**config.mk**
```make
export PLATFORM = sky130hd
export DESIGN_NAME = bdp_port
export DESIGN_NICKNAME = d
export VERILOG_FILES = /design/src/bdp_pkg.sv /design/src/bdp_port.sv
export SDC_FILE = /design/constraint.sdc
export NUM_CORES = 1
export LEC_CHECK = 0
export BUFFER_PORTS_ARGS = -buffer_cell sky130_fd_sc_hd__buf_2
export CAP_MARGIN = 0
export CORE_AREA = 3 3 96 98
export CTS_CLUSTER_SIZE = 30
export DETAILED_ROUTE_END_ITERATION = 6
export DIE_AREA = 0 0 99 101
export PLACE_DENSITY = 0.59
export SLEW_MARGIN = 20
export SYNTH_ARGS = -nofsm -noshare
export SYNTH_HDL_FRONTEND = slang
export SYNTH_SLANG_ARGS = --single-unit
export TNS_END_PERCENT = 5
```
**constraint.sdc**
```tcl
create_clock -name i_clk_sys -period 2.4 [get_ports i_clk_sys]
set_input_delay 0.72 -clock i_clk_sys [delete_from_list [all_inputs] [get_ports i_clk_sys]]
set_output_delay 0.72 -clock i_clk_sys [all_outputs]
set_load 0.01 [all_outputs]
```
**src/bdp_pkg.sv**
```systemverilog
// constants shared by the baseband data port design
// assumes a single 20 mhz system clock and no software registers
package bdp_pkg;
	// ****************************************
	// widths
	// ****************************************
	localparam int SAMPLE_W = 12;
	localparam int HALF_W = 6;

	// ****************************************
	// timing
	// ****************************************
	localparam int SYS_CLK_HZ = 20_000_000;
	localparam int CONV_CLK_HZ = 2_500_000; // divided converter clock shown on clock out
	localparam int CONV_HALF_CYC = SYS_CLK_HZ / (2 * CONV_CLK_HZ);
	localparam logic [3:0] CONV_HALF_LAST = 4'(CONV_HALF_CYC - 1);

	// ****************************************
	// clock output source select codes
	// ****************************************
	localparam logic [1:0] CLKOUT_SEL_REF = 2'h0;
	localparam logic [1:0] CLKOUT_SEL_XTAL = 2'h1;
	localparam logic [1:0] CLKOUT_SEL_CONV = 2'h2;

	// ****************************************
	// receive framing states
	// ****************************************
	typedef enum logic [1:0] {
		RX_IDLE = 2'b00,
		RX_WORD = 2'b01,
		RX_LOW = 2'b10
	} bdp_rx_state_t;
endpackage

```
**src/bdp_port.sv**
```systemverilog
// baseband data port: receive framing and clock, tx capture, lane muxing,
// clock output select and multi-chip sync.
// assumes every input is synchronous to i_clk_sys; pin legs resolved outside.
`timescale 1ns/1ps
module bdp_port (
	// clock and reset
	input wire logic i_clk_sys,
	input wire logic i_sys_rst,
	// mode and control
	input wire logic i_port_direction_select,
	input wire logic i_lvds_mode,
	input wire logic [1:0] i_clkout_sel,
	input wire logic i_sync_in,
	input wire logic i_ref_clk_in,
	input wire logic i_tuned_crystal_oscillator,
	// receive samples from the converter side
	input wire logic [11:0] i_rx_sample,
	input wire logic i_rx_sample_valid,
	output logic o_rx_taken,
	// transmit samples to the converter side
	output logic [11:0] o_tx_sample,
	output logic o_tx_sample_valid,
	// receive framing and clock pins
	output logic o_rx_frame_p,
	output logic o_rx_frame_n,
	output logic o_data_clk_p,
	output logic o_data_clk_n,
	// transmit framing and return clock pins
	input wire logic i_tx_frame_p,
	input wire logic i_tx_return_clock,
	// port one lanes
	input wire logic [11:0] i_port_one_lanes,
	output logic [11:0] o_port_one_lanes,
	output logic [11:0] o_port_one_lanes_oe,
	// port zero lanes, input only in this block
	input wire logic [11:0] i_port_zero_lanes,
	// clock output pin
	output logic o_clk_out
);
	// ****************************************
	// clocks: data clock, converter divider, clock out
	// ****************************************
	logic dclk_q, dclk_d;
	logic [3:0] div_cnt_q, div_cnt_d;
	logic conv_clk_q, conv_clk_d;
	logic clk_out_q, clk_out_d;
	logic sync_prev_q;
	logic sync_rise;

	// a sync edge restarts every divider so several devices line up
	always_comb begin
		sync_rise = i_sync_in & ~sync_prev_q;
		dclk_d = i_port_direction_select ? 1'b0 : ~dclk_q;
		div_cnt_d = div_cnt_q + 4'h1;
		conv_clk_d = conv_clk_q;
		if (div_cnt_q == bdp_pkg::CONV_HALF_LAST) begin
			div_cnt_d = 4'h0;
			conv_clk_d = ~conv_clk_q;
		end
		if (sync_rise) begin
			dclk_d = 1'b0;
			div_cnt_d = 4'h0;
			conv_clk_d = 1'b0;
		end
		unique case (i_clkout_sel)
			bdp_pkg::CLKOUT_SEL_XTAL: clk_out_d = i_tuned_crystal_oscillator;
			bdp_pkg::CLKOUT_SEL_CONV: clk_out_d = conv_clk_q;
			default: clk_out_d = i_ref_clk_in; // unused code falls back to reference
		endcase
	end

	always_ff @(posedge i_clk_sys) begin
		if (i_sys_rst) begin
			dclk_q <= 1'b0;
			div_cnt_q <= 4'h0;
			conv_clk_q <= 1'b0;
			clk_out_q <= 1'b0;
			sync_prev_q <= 1'b0;
		end else begin
			dclk_q <= dclk_d;
			div_cnt_q <= div_cnt_d;
			conv_clk_q <= conv_clk_d;
			clk_out_q <= clk_out_d;
			sync_prev_q <= i_sync_in;
		end
	end

	// ****************************************
	// receive path
	// ****************************************
	bdp_pkg::bdp_rx_state_t st_q, st_d;
	logic [11:0] word_q, word_d;
	logic [5:0] low_q, low_d;
	logic frame_q, frame_d;
	logic taken_q, taken_d;
	logic [11:0] lanes_q, lanes_d;
	logic [11:0] oe_q, oe_d;
	logic frame_n_q, frame_n_d;
	logic dclk_n_q, dclk_n_d;

	// new data is set up while the data clock is high so the far end
	// captures it on the next rising edge with half a period of margin
	always_comb begin
		st_d = st_q;
		word_d = word_q;
		low_d = low_q;
		frame_d = frame_q;
		taken_d = 1'b0;
		if (i_port_direction_select || sync_rise) begin
			st_d = bdp_pkg::RX_IDLE;
			frame_d = 1'b0;
		end else if (dclk_q) begin
			unique case (st_q)
				bdp_pkg::RX_IDLE, bdp_pkg::RX_WORD: begin
					frame_d = i_rx_sample_valid;
					taken_d = i_rx_sample_valid;
					st_d = bdp_pkg::RX_IDLE;
					if (i_rx_sample_valid && i_lvds_mode) begin
						word_d = {6'h00, i_rx_sample[11:6]};
						low_d = i_rx_sample[5:0];
						st_d = bdp_pkg::RX_LOW;
					end else if (i_rx_sample_valid) begin
						word_d = i_rx_sample;
						st_d = bdp_pkg::RX_WORD;
					end
				end
				bdp_pkg::RX_LOW: begin
					word_d = {6'h00, low_q};
					frame_d = 1'b0;
					st_d = bdp_pkg::RX_IDLE;
				end
				default: st_d = bdp_pkg::RX_IDLE;
			endcase
		end
		// differential pairs: odd lane carries the true leg, even the complement
		for (int k = 0; k < bdp_pkg::HALF_W; k++) begin
			lanes_d[2*k+1] = i_lvds_mode ? word_d[k] : word_d[2*k+1];
			lanes_d[2*k] = i_lvds_mode ? ~word_d[k] : word_d[2*k];
		end
		oe_d = {12{i_lvds_mode | ~i_port_direction_select}};
		frame_n_d = i_lvds_mode & ~frame_d;
		dclk_n_d = i_lvds_mode & ~dclk_d;
	end

	always_ff @(posedge i_clk_sys) begin
		if (i_sys_rst) begin
			st_q <= bdp_pkg::RX_IDLE;
			word_q <= 12'h000;
			low_q <= 6'h00;
			frame_q <= 1'b0;
			taken_q <= 1'b0;
			lanes_q <= 12'h000;
			oe_q <= 12'h000;
			frame_n_q <= 1'b0;
			dclk_n_q <= 1'b0;
		end else begin
			st_q <= st_d;
			word_q <= word_d;
			low_q <= low_d;
			frame_q <= frame_d;
			taken_q <= taken_d;
			lanes_q <= lanes_d;
			oe_q <= oe_d;
			frame_n_q <= frame_n_d;
			dclk_n_q <= dclk_n_d;
		end
	end

	// ****************************************
	// transmit path
	// ****************************************
	logic tclk_q, tclk_prev_q, tframe_q;
	logic [11:0] t1_q, t0_q;
	logic [5:0] hi_q, hi_d, tx_p;
	logic have_hi_q, have_hi_d;
	logic [11:0] txs_q, txs_d;
	logic txv_q, txv_d;
	logic tx_edge;

	// pins are registered together so clock, frame and data stay aligned
	always_comb begin
		tx_edge = tclk_q & ~tclk_prev_q & i_port_direction_select;
		for (int k = 0; k < bdp_pkg::HALF_W; k++) begin
			tx_p[k] = t0_q[2*k+1];
		end
		hi_d = hi_q;
		have_hi_d = have_hi_q;
		txs_d = txs_q;
		txv_d = 1'b0;
		if (!i_port_direction_select) begin
			have_hi_d = 1'b0;
		end else if (tx_edge && i_lvds_mode) begin
			// frame high marks the first half; a stray low half is dropped
			if (tframe_q) begin
				hi_d = tx_p;
				have_hi_d = 1'b1;
			end else if (have_hi_q) begin
				txs_d = {hi_q, tx_p};
				txv_d = 1'b1;
				have_hi_d = 1'b0;
			end
		end else if (tx_edge && tframe_q) begin
			txs_d = t1_q;
			txv_d = 1'b1;
		end
	end

	always_ff @(posedge i_clk_sys) begin
		if (i_sys_rst) begin
			tclk_q <= 1'b0;
			tclk_prev_q <= 1'b0;
			tframe_q <= 1'b0;
			t1_q <= 12'h000;
			t0_q <= 12'h000;
			hi_q <= 6'h00;
			have_hi_q <= 1'b0;
			txs_q <= 12'h000;
			txv_q <= 1'b0;
		end else begin
			tclk_q <= i_tx_return_clock;
			tclk_prev_q <= tclk_q;
			tframe_q <= i_tx_frame_p;
			t1_q <= i_port_one_lanes;
			t0_q <= i_port_zero_lanes;
			hi_q <= hi_d;
			have_hi_q <= have_hi_d;
			txs_q <= txs_d;
			txv_q <= txv_d;
		end
	end

	// ****************************************
	// outputs
	// ****************************************
	assign o_rx_taken = taken_q;
	assign o_tx_sample = txs_q;
	assign o_tx_sample_valid = txv_q;
	assign o_rx_frame_p = frame_q;
	assign o_rx_frame_n = frame_n_q;
	assign o_data_clk_p = dclk_q;
	assign o_data_clk_n = dclk_n_q;
	assign o_port_one_lanes = lanes_q;
	assign o_port_one_lanes_oe = oe_q;
	assign o_clk_out = clk_out_q;
endmodule

```
After elaboration in Yosys (flattened, before gate mapping) --
Index checks and enable logic that the tools add are counted.
Word-level totals: RAM bits 0, logic and storage cells 102, output and inout bits 43, input bits 48, memories 0, register bits after elaboration 92, bits in latches 0, memory bits (read-only) 0
Cells by class: add/sub/neg operators 1, order comparisons 0, divide/modulo/power cells 0, bitwise operators 21, shift-type cells 0, multipliers 0, mux-type cells 35, equal/unequal tests 7, reduce and logical (&&, ||, !) cells 15
Operator list (number):
- $mux W12 | 8
- $pmux W12 S2 | 1
- $mux W1 | 22
- $not A1 Y1 | 15
- $reduce_and A4 Y1 | 2
- $reduce_or A2 Y1 | 4
- $and A1 B1 Y1 | 5
- $add A4 B1 Y4 const B | 1
- $eq A2 B1 Y1 const B | 2
- $eq A2 B2 Y1 const B | 2
- $eq A4 B2 Y1 const B | 1
- $mux W2 | 2
- $ne A2 B2 Y1 const B | 2
- $pmux W1 S2 | 2
- $reduce_or A4 Y1 | 1
- $logic_and A1 B1 Y1 | 3
- $reduce_and A3 Y1 | 1
- $reduce_or A3 Y1 | 1
- $logic_not A2 Y1 | 1
- $reduce_bool A2 Y1 | 1
- $logic_or A1 B1 Y1 | 1
- $or A1 B1 Y1 | 1

Depth between registers and ports, before layout --
depth in word-level cells 7, depth in mapped cells 6, depth with buffers taken out 6

Worst setup path after synthesis --
OpenSTA, ideal clock, no wires.
path kind input -> register, start in i_rx_sample_valid, end reg lanes_q[0] (netlist: o_port_one_lanes[0]), arrival 1808 ps, buffers on the path 1, setup slack 520 ps, setup time 72 ps, data required time 2328 ps, cell stages on the path 5, path through buf_2 -> and2b_4 -> o211ai_2 -> a221oi_2 -> mux2i_1
Between the ends: word-level cells in the longest chain between the ends 7, elaborated cells on any way between the ends 8, those cells by class mux (6); bitwise (1); reduce/logical (1)
RTL lines:
- start, declared | line bdp_port.sv:18 | input wire logic i_rx_sample_valid,
- $mux W12 / $logic_and A1 B1 Y1 (equally long branches) | line bdp_port.sv:122, bdp_port.sv:118
- $mux W12 (*) | line bdp_port.sv:118 | if (i_rx_sample_valid && i_lvds_mode) begin
- $pmux W12 S2 (*) | line bdp_port.sv:113 | unique case (st_q)
- $mux W12 (*) | line bdp_port.sv:112 | end else if (dclk_q) begin
- $mux W12 (*) | line bdp_port.sv:109 | if (i_port_direction_select || sync_rise) begin
- $not A1 Y1 | line bdp_port.sv:138 | lanes_d[2*k] = i_lvds_mode ? ~word_d[k] : word_d[2*k];
- $mux W1 (*) | line bdp_port.sv:138
- end signal, assigned | line bdp_port.sv:162 | lanes_q <= lanes_d;
- end, declared | line bdp_port.sv:96 | logic [11:0] lanes_q, lanes_d;
Mark *: on every way between the ends. The rest lies on a longest branch, timed or not. A chain may end at the register's enable or synchronous reset.

Worst setup path in the final report --
start in i_lvds_mode, end reg lanes_q[8] (netlist: o_port_one_lanes[8])
Between the ends: word-level cells in the longest chain between the ends 7
RTL lines:
- start, declared | line bdp_port.sv:11 | input wire logic i_lvds_mode,
- $logic_and A1 B1 Y1 | line bdp_port.sv:118
- $mux W12 | line bdp_port.sv:118
- $pmux W12 S2 | line bdp_port.sv:113
- $mux W12 | line bdp_port.sv:112
- $mux W12 | line bdp_port.sv:109
- $not A1 Y1 | line bdp_port.sv:138
- $mux W1 (*) | line bdp_port.sv:138
Marked as above.

==> results.cfg <==
[place]
place_congestion = 0.755
dp_hpwl_um = 5110
port_buffers = 84
placed_cells = 507

[sta]
min_period_over_period_pct = 77.9
rsz0062_at_grt = false
fmax_mhz = 535
tns_ns = 0
hold_viol = 0
setup_violations = 0
finalHoldWorstSlack_ns = 0.450
tightestPinTransition_ns = 0.592
min_period_ns = 1.87
skew_ns = 0.0146
slew_violations = 0
maxSlewHeadroom_pct = 60.6

[critical_path]
worstPathArrival_ns = 2.15
crit_required_ns = 2.68
crit_family = compound AO/OA/AOI/OAI gates
worstPathCellList = buf_2 > mux2i_1 > a21oi_1 > a222oi_1 > buf_4 > o2bb2ai_1
r2r_slack_ns = 0.56
crit_buf_inv = 2
max_stage_delay_ns = 0.56
critPathKind = in -> reg
cp_max_fo = 11
critPathLaunchType = input pin
crit_path_end_kind = register
slowest_stage = a222oi_1

[die]
io_pins = 91
die_area_um2 = 10000
die_y_um = 101
coreArea_um2 = 8550
die_x_um = 99
rows = 34
floorplan.initialDensity_pct = 39.2

[grt]
grt_pass1_wl_um = 11600
grt_antenna_before_repair = 0
grt_overflow_total = 0
grt_use_total_pct = 14.6
grt_max_degree = 55
grt_pass1_vias = 2349

[logic_synthesis]
synth_area_um2 = 3360
synth_seq_area_share_pct = 51.3
ys_ff_latch = 86
ys_types = 48
avgSynthCellArea_um2 = 10.1
synth_nets = 383
ys_warn_count = 0
synthCells = 332

[clocking]
clk_pin_slew_ns = 0.09
cts_resized = 0
clock_latency_ns = 0.35
numClockSinks = 86
numCtsBuffers = 9
htree_levels = 3
clk_path_buf_depth = 2
cts_setup_buffers = 0
postCtsHoldBufs = 0
cts_root_buf = clkbuf_8
cts_tree = done

[finish]
syn_to_final_growth_pct = 21.2
register_area_um2 = 1720
nets = 461
diodes = 0
multiInputGateArea_um2 = 1430
drive_gt1_share_pct = 30.6
fin_cells = 523
fill_cells = 845

[drt]
avgViaCountPerCell = 4.93
drtPass1Iterations = 4
wl_um = 7200
vias = 2577
post_drt_wl_per_cell_um = 13.8
drtIter0Drc = 92
drc = 0
ant_nets = 0

[pwr]
pwr-share-clk_pct = 40.1
power.density_nw_per_um2 = 707
switching_power_mw = 0.697
ir_drop_mv = 0.317
p_sw_share_pct = 24.2
comb_power_share_pct = 8.2
p_int_mw = 2.18
leakage_nw = 1.81
p_seq_share_pct = 51.8

[job]
drv_cap = 0

[worst_hold_path]
hold_class = reg -> reg

[outcome]
outcome = finished, final reports clean
-- synth_stat cells (all sizes together) --
master	count	area (um^2)
o211ai	1	12.5
and3b	1	8.76
a311oi	1	8.76
a221oi	7	73.8
a2bb2oi	1	8.76
nand3b	3	22.5
nor4	4	46.3
nand2	12	45.0
nor3b	1	7.51
dfxtp	86	1720
o2bb2ai	5	43.8
xor2	1	8.76
or3	2	12.5
mux2	1	11.3
nand4b	1	15.0
nand3	2	10.0
nor2	47	176
or2	2	12.5
ha	3	37.5
a22o	1	8.76
and3	1	11.3
nand2b	6	37.5
o21ai	1	5.00
nor3	5	30.0
o22ai	4	25.0
and2b	1	10.0
mux2i	29	290
a22oi	6	45.0
clkbuf	9	33.8
inv	7	26.3
a21oi	13	68.8
a211oi	12	90.1
a31oi	2	12.5
buf	21	149
xnor2	2	17.5
a222oi	2	20.0
nor2b	29	191
-- cells in the final DEF, fill, tap and decap left out, drive strengths merged, types with 2 or more instances in the layout --
master   count
ha           3
or3          2
o2bb2ai      5
or2          2
inv         10
bufinv       2
nand3        2
nand3b       3
a22oi        6
nor2b       29
dfxtp       86
o22ai        4
mux2i       29
a21oi       13
buf         97
nor4         4
nor2        47
clkbuf       9
nand2       12
a211oi      12
a31oi        2
nor3         5
nand2b       6
a222oi       2
a221oi       7
xnor2        2
-- sequential cells by signal, indices dropped and copies added, names as in the netlist, 2 cells and up --
signal            cells
div_cnt_q             4
t0_q                  6
st_q                  2
o_port_one_lanes     12
word_q               12
t1_q                 12
low_q                 6
hi_q                  6
o_tx_sample          12
-- path summary, 6_finish.rpt --
path                startpoint                  end  cells after the start
setup / recovery   i_lvds_mode  o_port_one_lanes[8]                      6
hold / removal    div_cnt_q[0]         div_cnt_q[0]                      1
hold reg to reg   div_cnt_q[0]         div_cnt_q[0]                      1
setup reg to reg  o_data_clk_p  o_port_one_lanes[3]                      4
-- through the flow --
step | util, % | area (um^2) | setup WS, ns | power, mW
detailed placement | 44.9 | 3840 | 0.205 | 1.76
global placement | 44.9 | 3840 | 0.223 | 1.75
floorplan | - | 3360 | 0.520 | 1.67
finish | 47.6 | 4070 | 0.529 | 2.87
CTS | 47.6 | 4070 | 0.573 | 2.91
global route | 47.6 | 4070 | 0.438 | 3.01
-- power by group through the flow --
stage / Combinational, mW / Clock [mW] / Sequential, mW
2_1_floorplan: 0.148 / 0 / 1.53
3_3_place_gp: 0.235 / 0 / 1.52
3_5_place_dp: 0.236 / 0 / 1.52
4_1_cts: 0.237 / 1.18 / 1.49
5_1_grt: 0.259 / 1.25 / 1.49
6_report: 0.234 / 1.15 / 1.49
-- cells by family (layout without fill, tap and decap cells) --
group                      Yosys count  in the layout  share of synthesized area [%]
xor gates and xnor gates             3              3                          0.783
muxes                               30             30                           8.99
AOI/OAI and AO/OA                   56             56                           12.6
DFF                                 86             86                           51.3
buffers and inverters               37            120                           6.23
adders and majority gates            3              3                           1.12
and+or+nand+nor                    117            117                           19.0
-- layout make-up --
class                   count  area share, %
inverters                   7          0.646
clock buffers               9           3.05
repair buffers             97           13.0
clock inverters             7           2.58
well taps                 108           3.32
flip-flops and latches     86           42.3
multi-input cells         209           35.0
-- layer usage --
| metal | share of wire, % | routed length, um | track usage [%] | vias to the layer above |
|---|---|---|---|---|
| li1 | - | - | - | 1302 |
| met1 | 45 | 3250 | 18.4 | 1185 |
| met2 | 47 | 3360 | 24.0 | 83 |
| met3 | 7.3 | 523 | 5.12 | 7 |
| met4 | 0.85 | 61 | 3.47 | 0 |
| met5 | 0 | 0 | 0 | - |
Note: power is estimated with default switching activity, not from simulation.
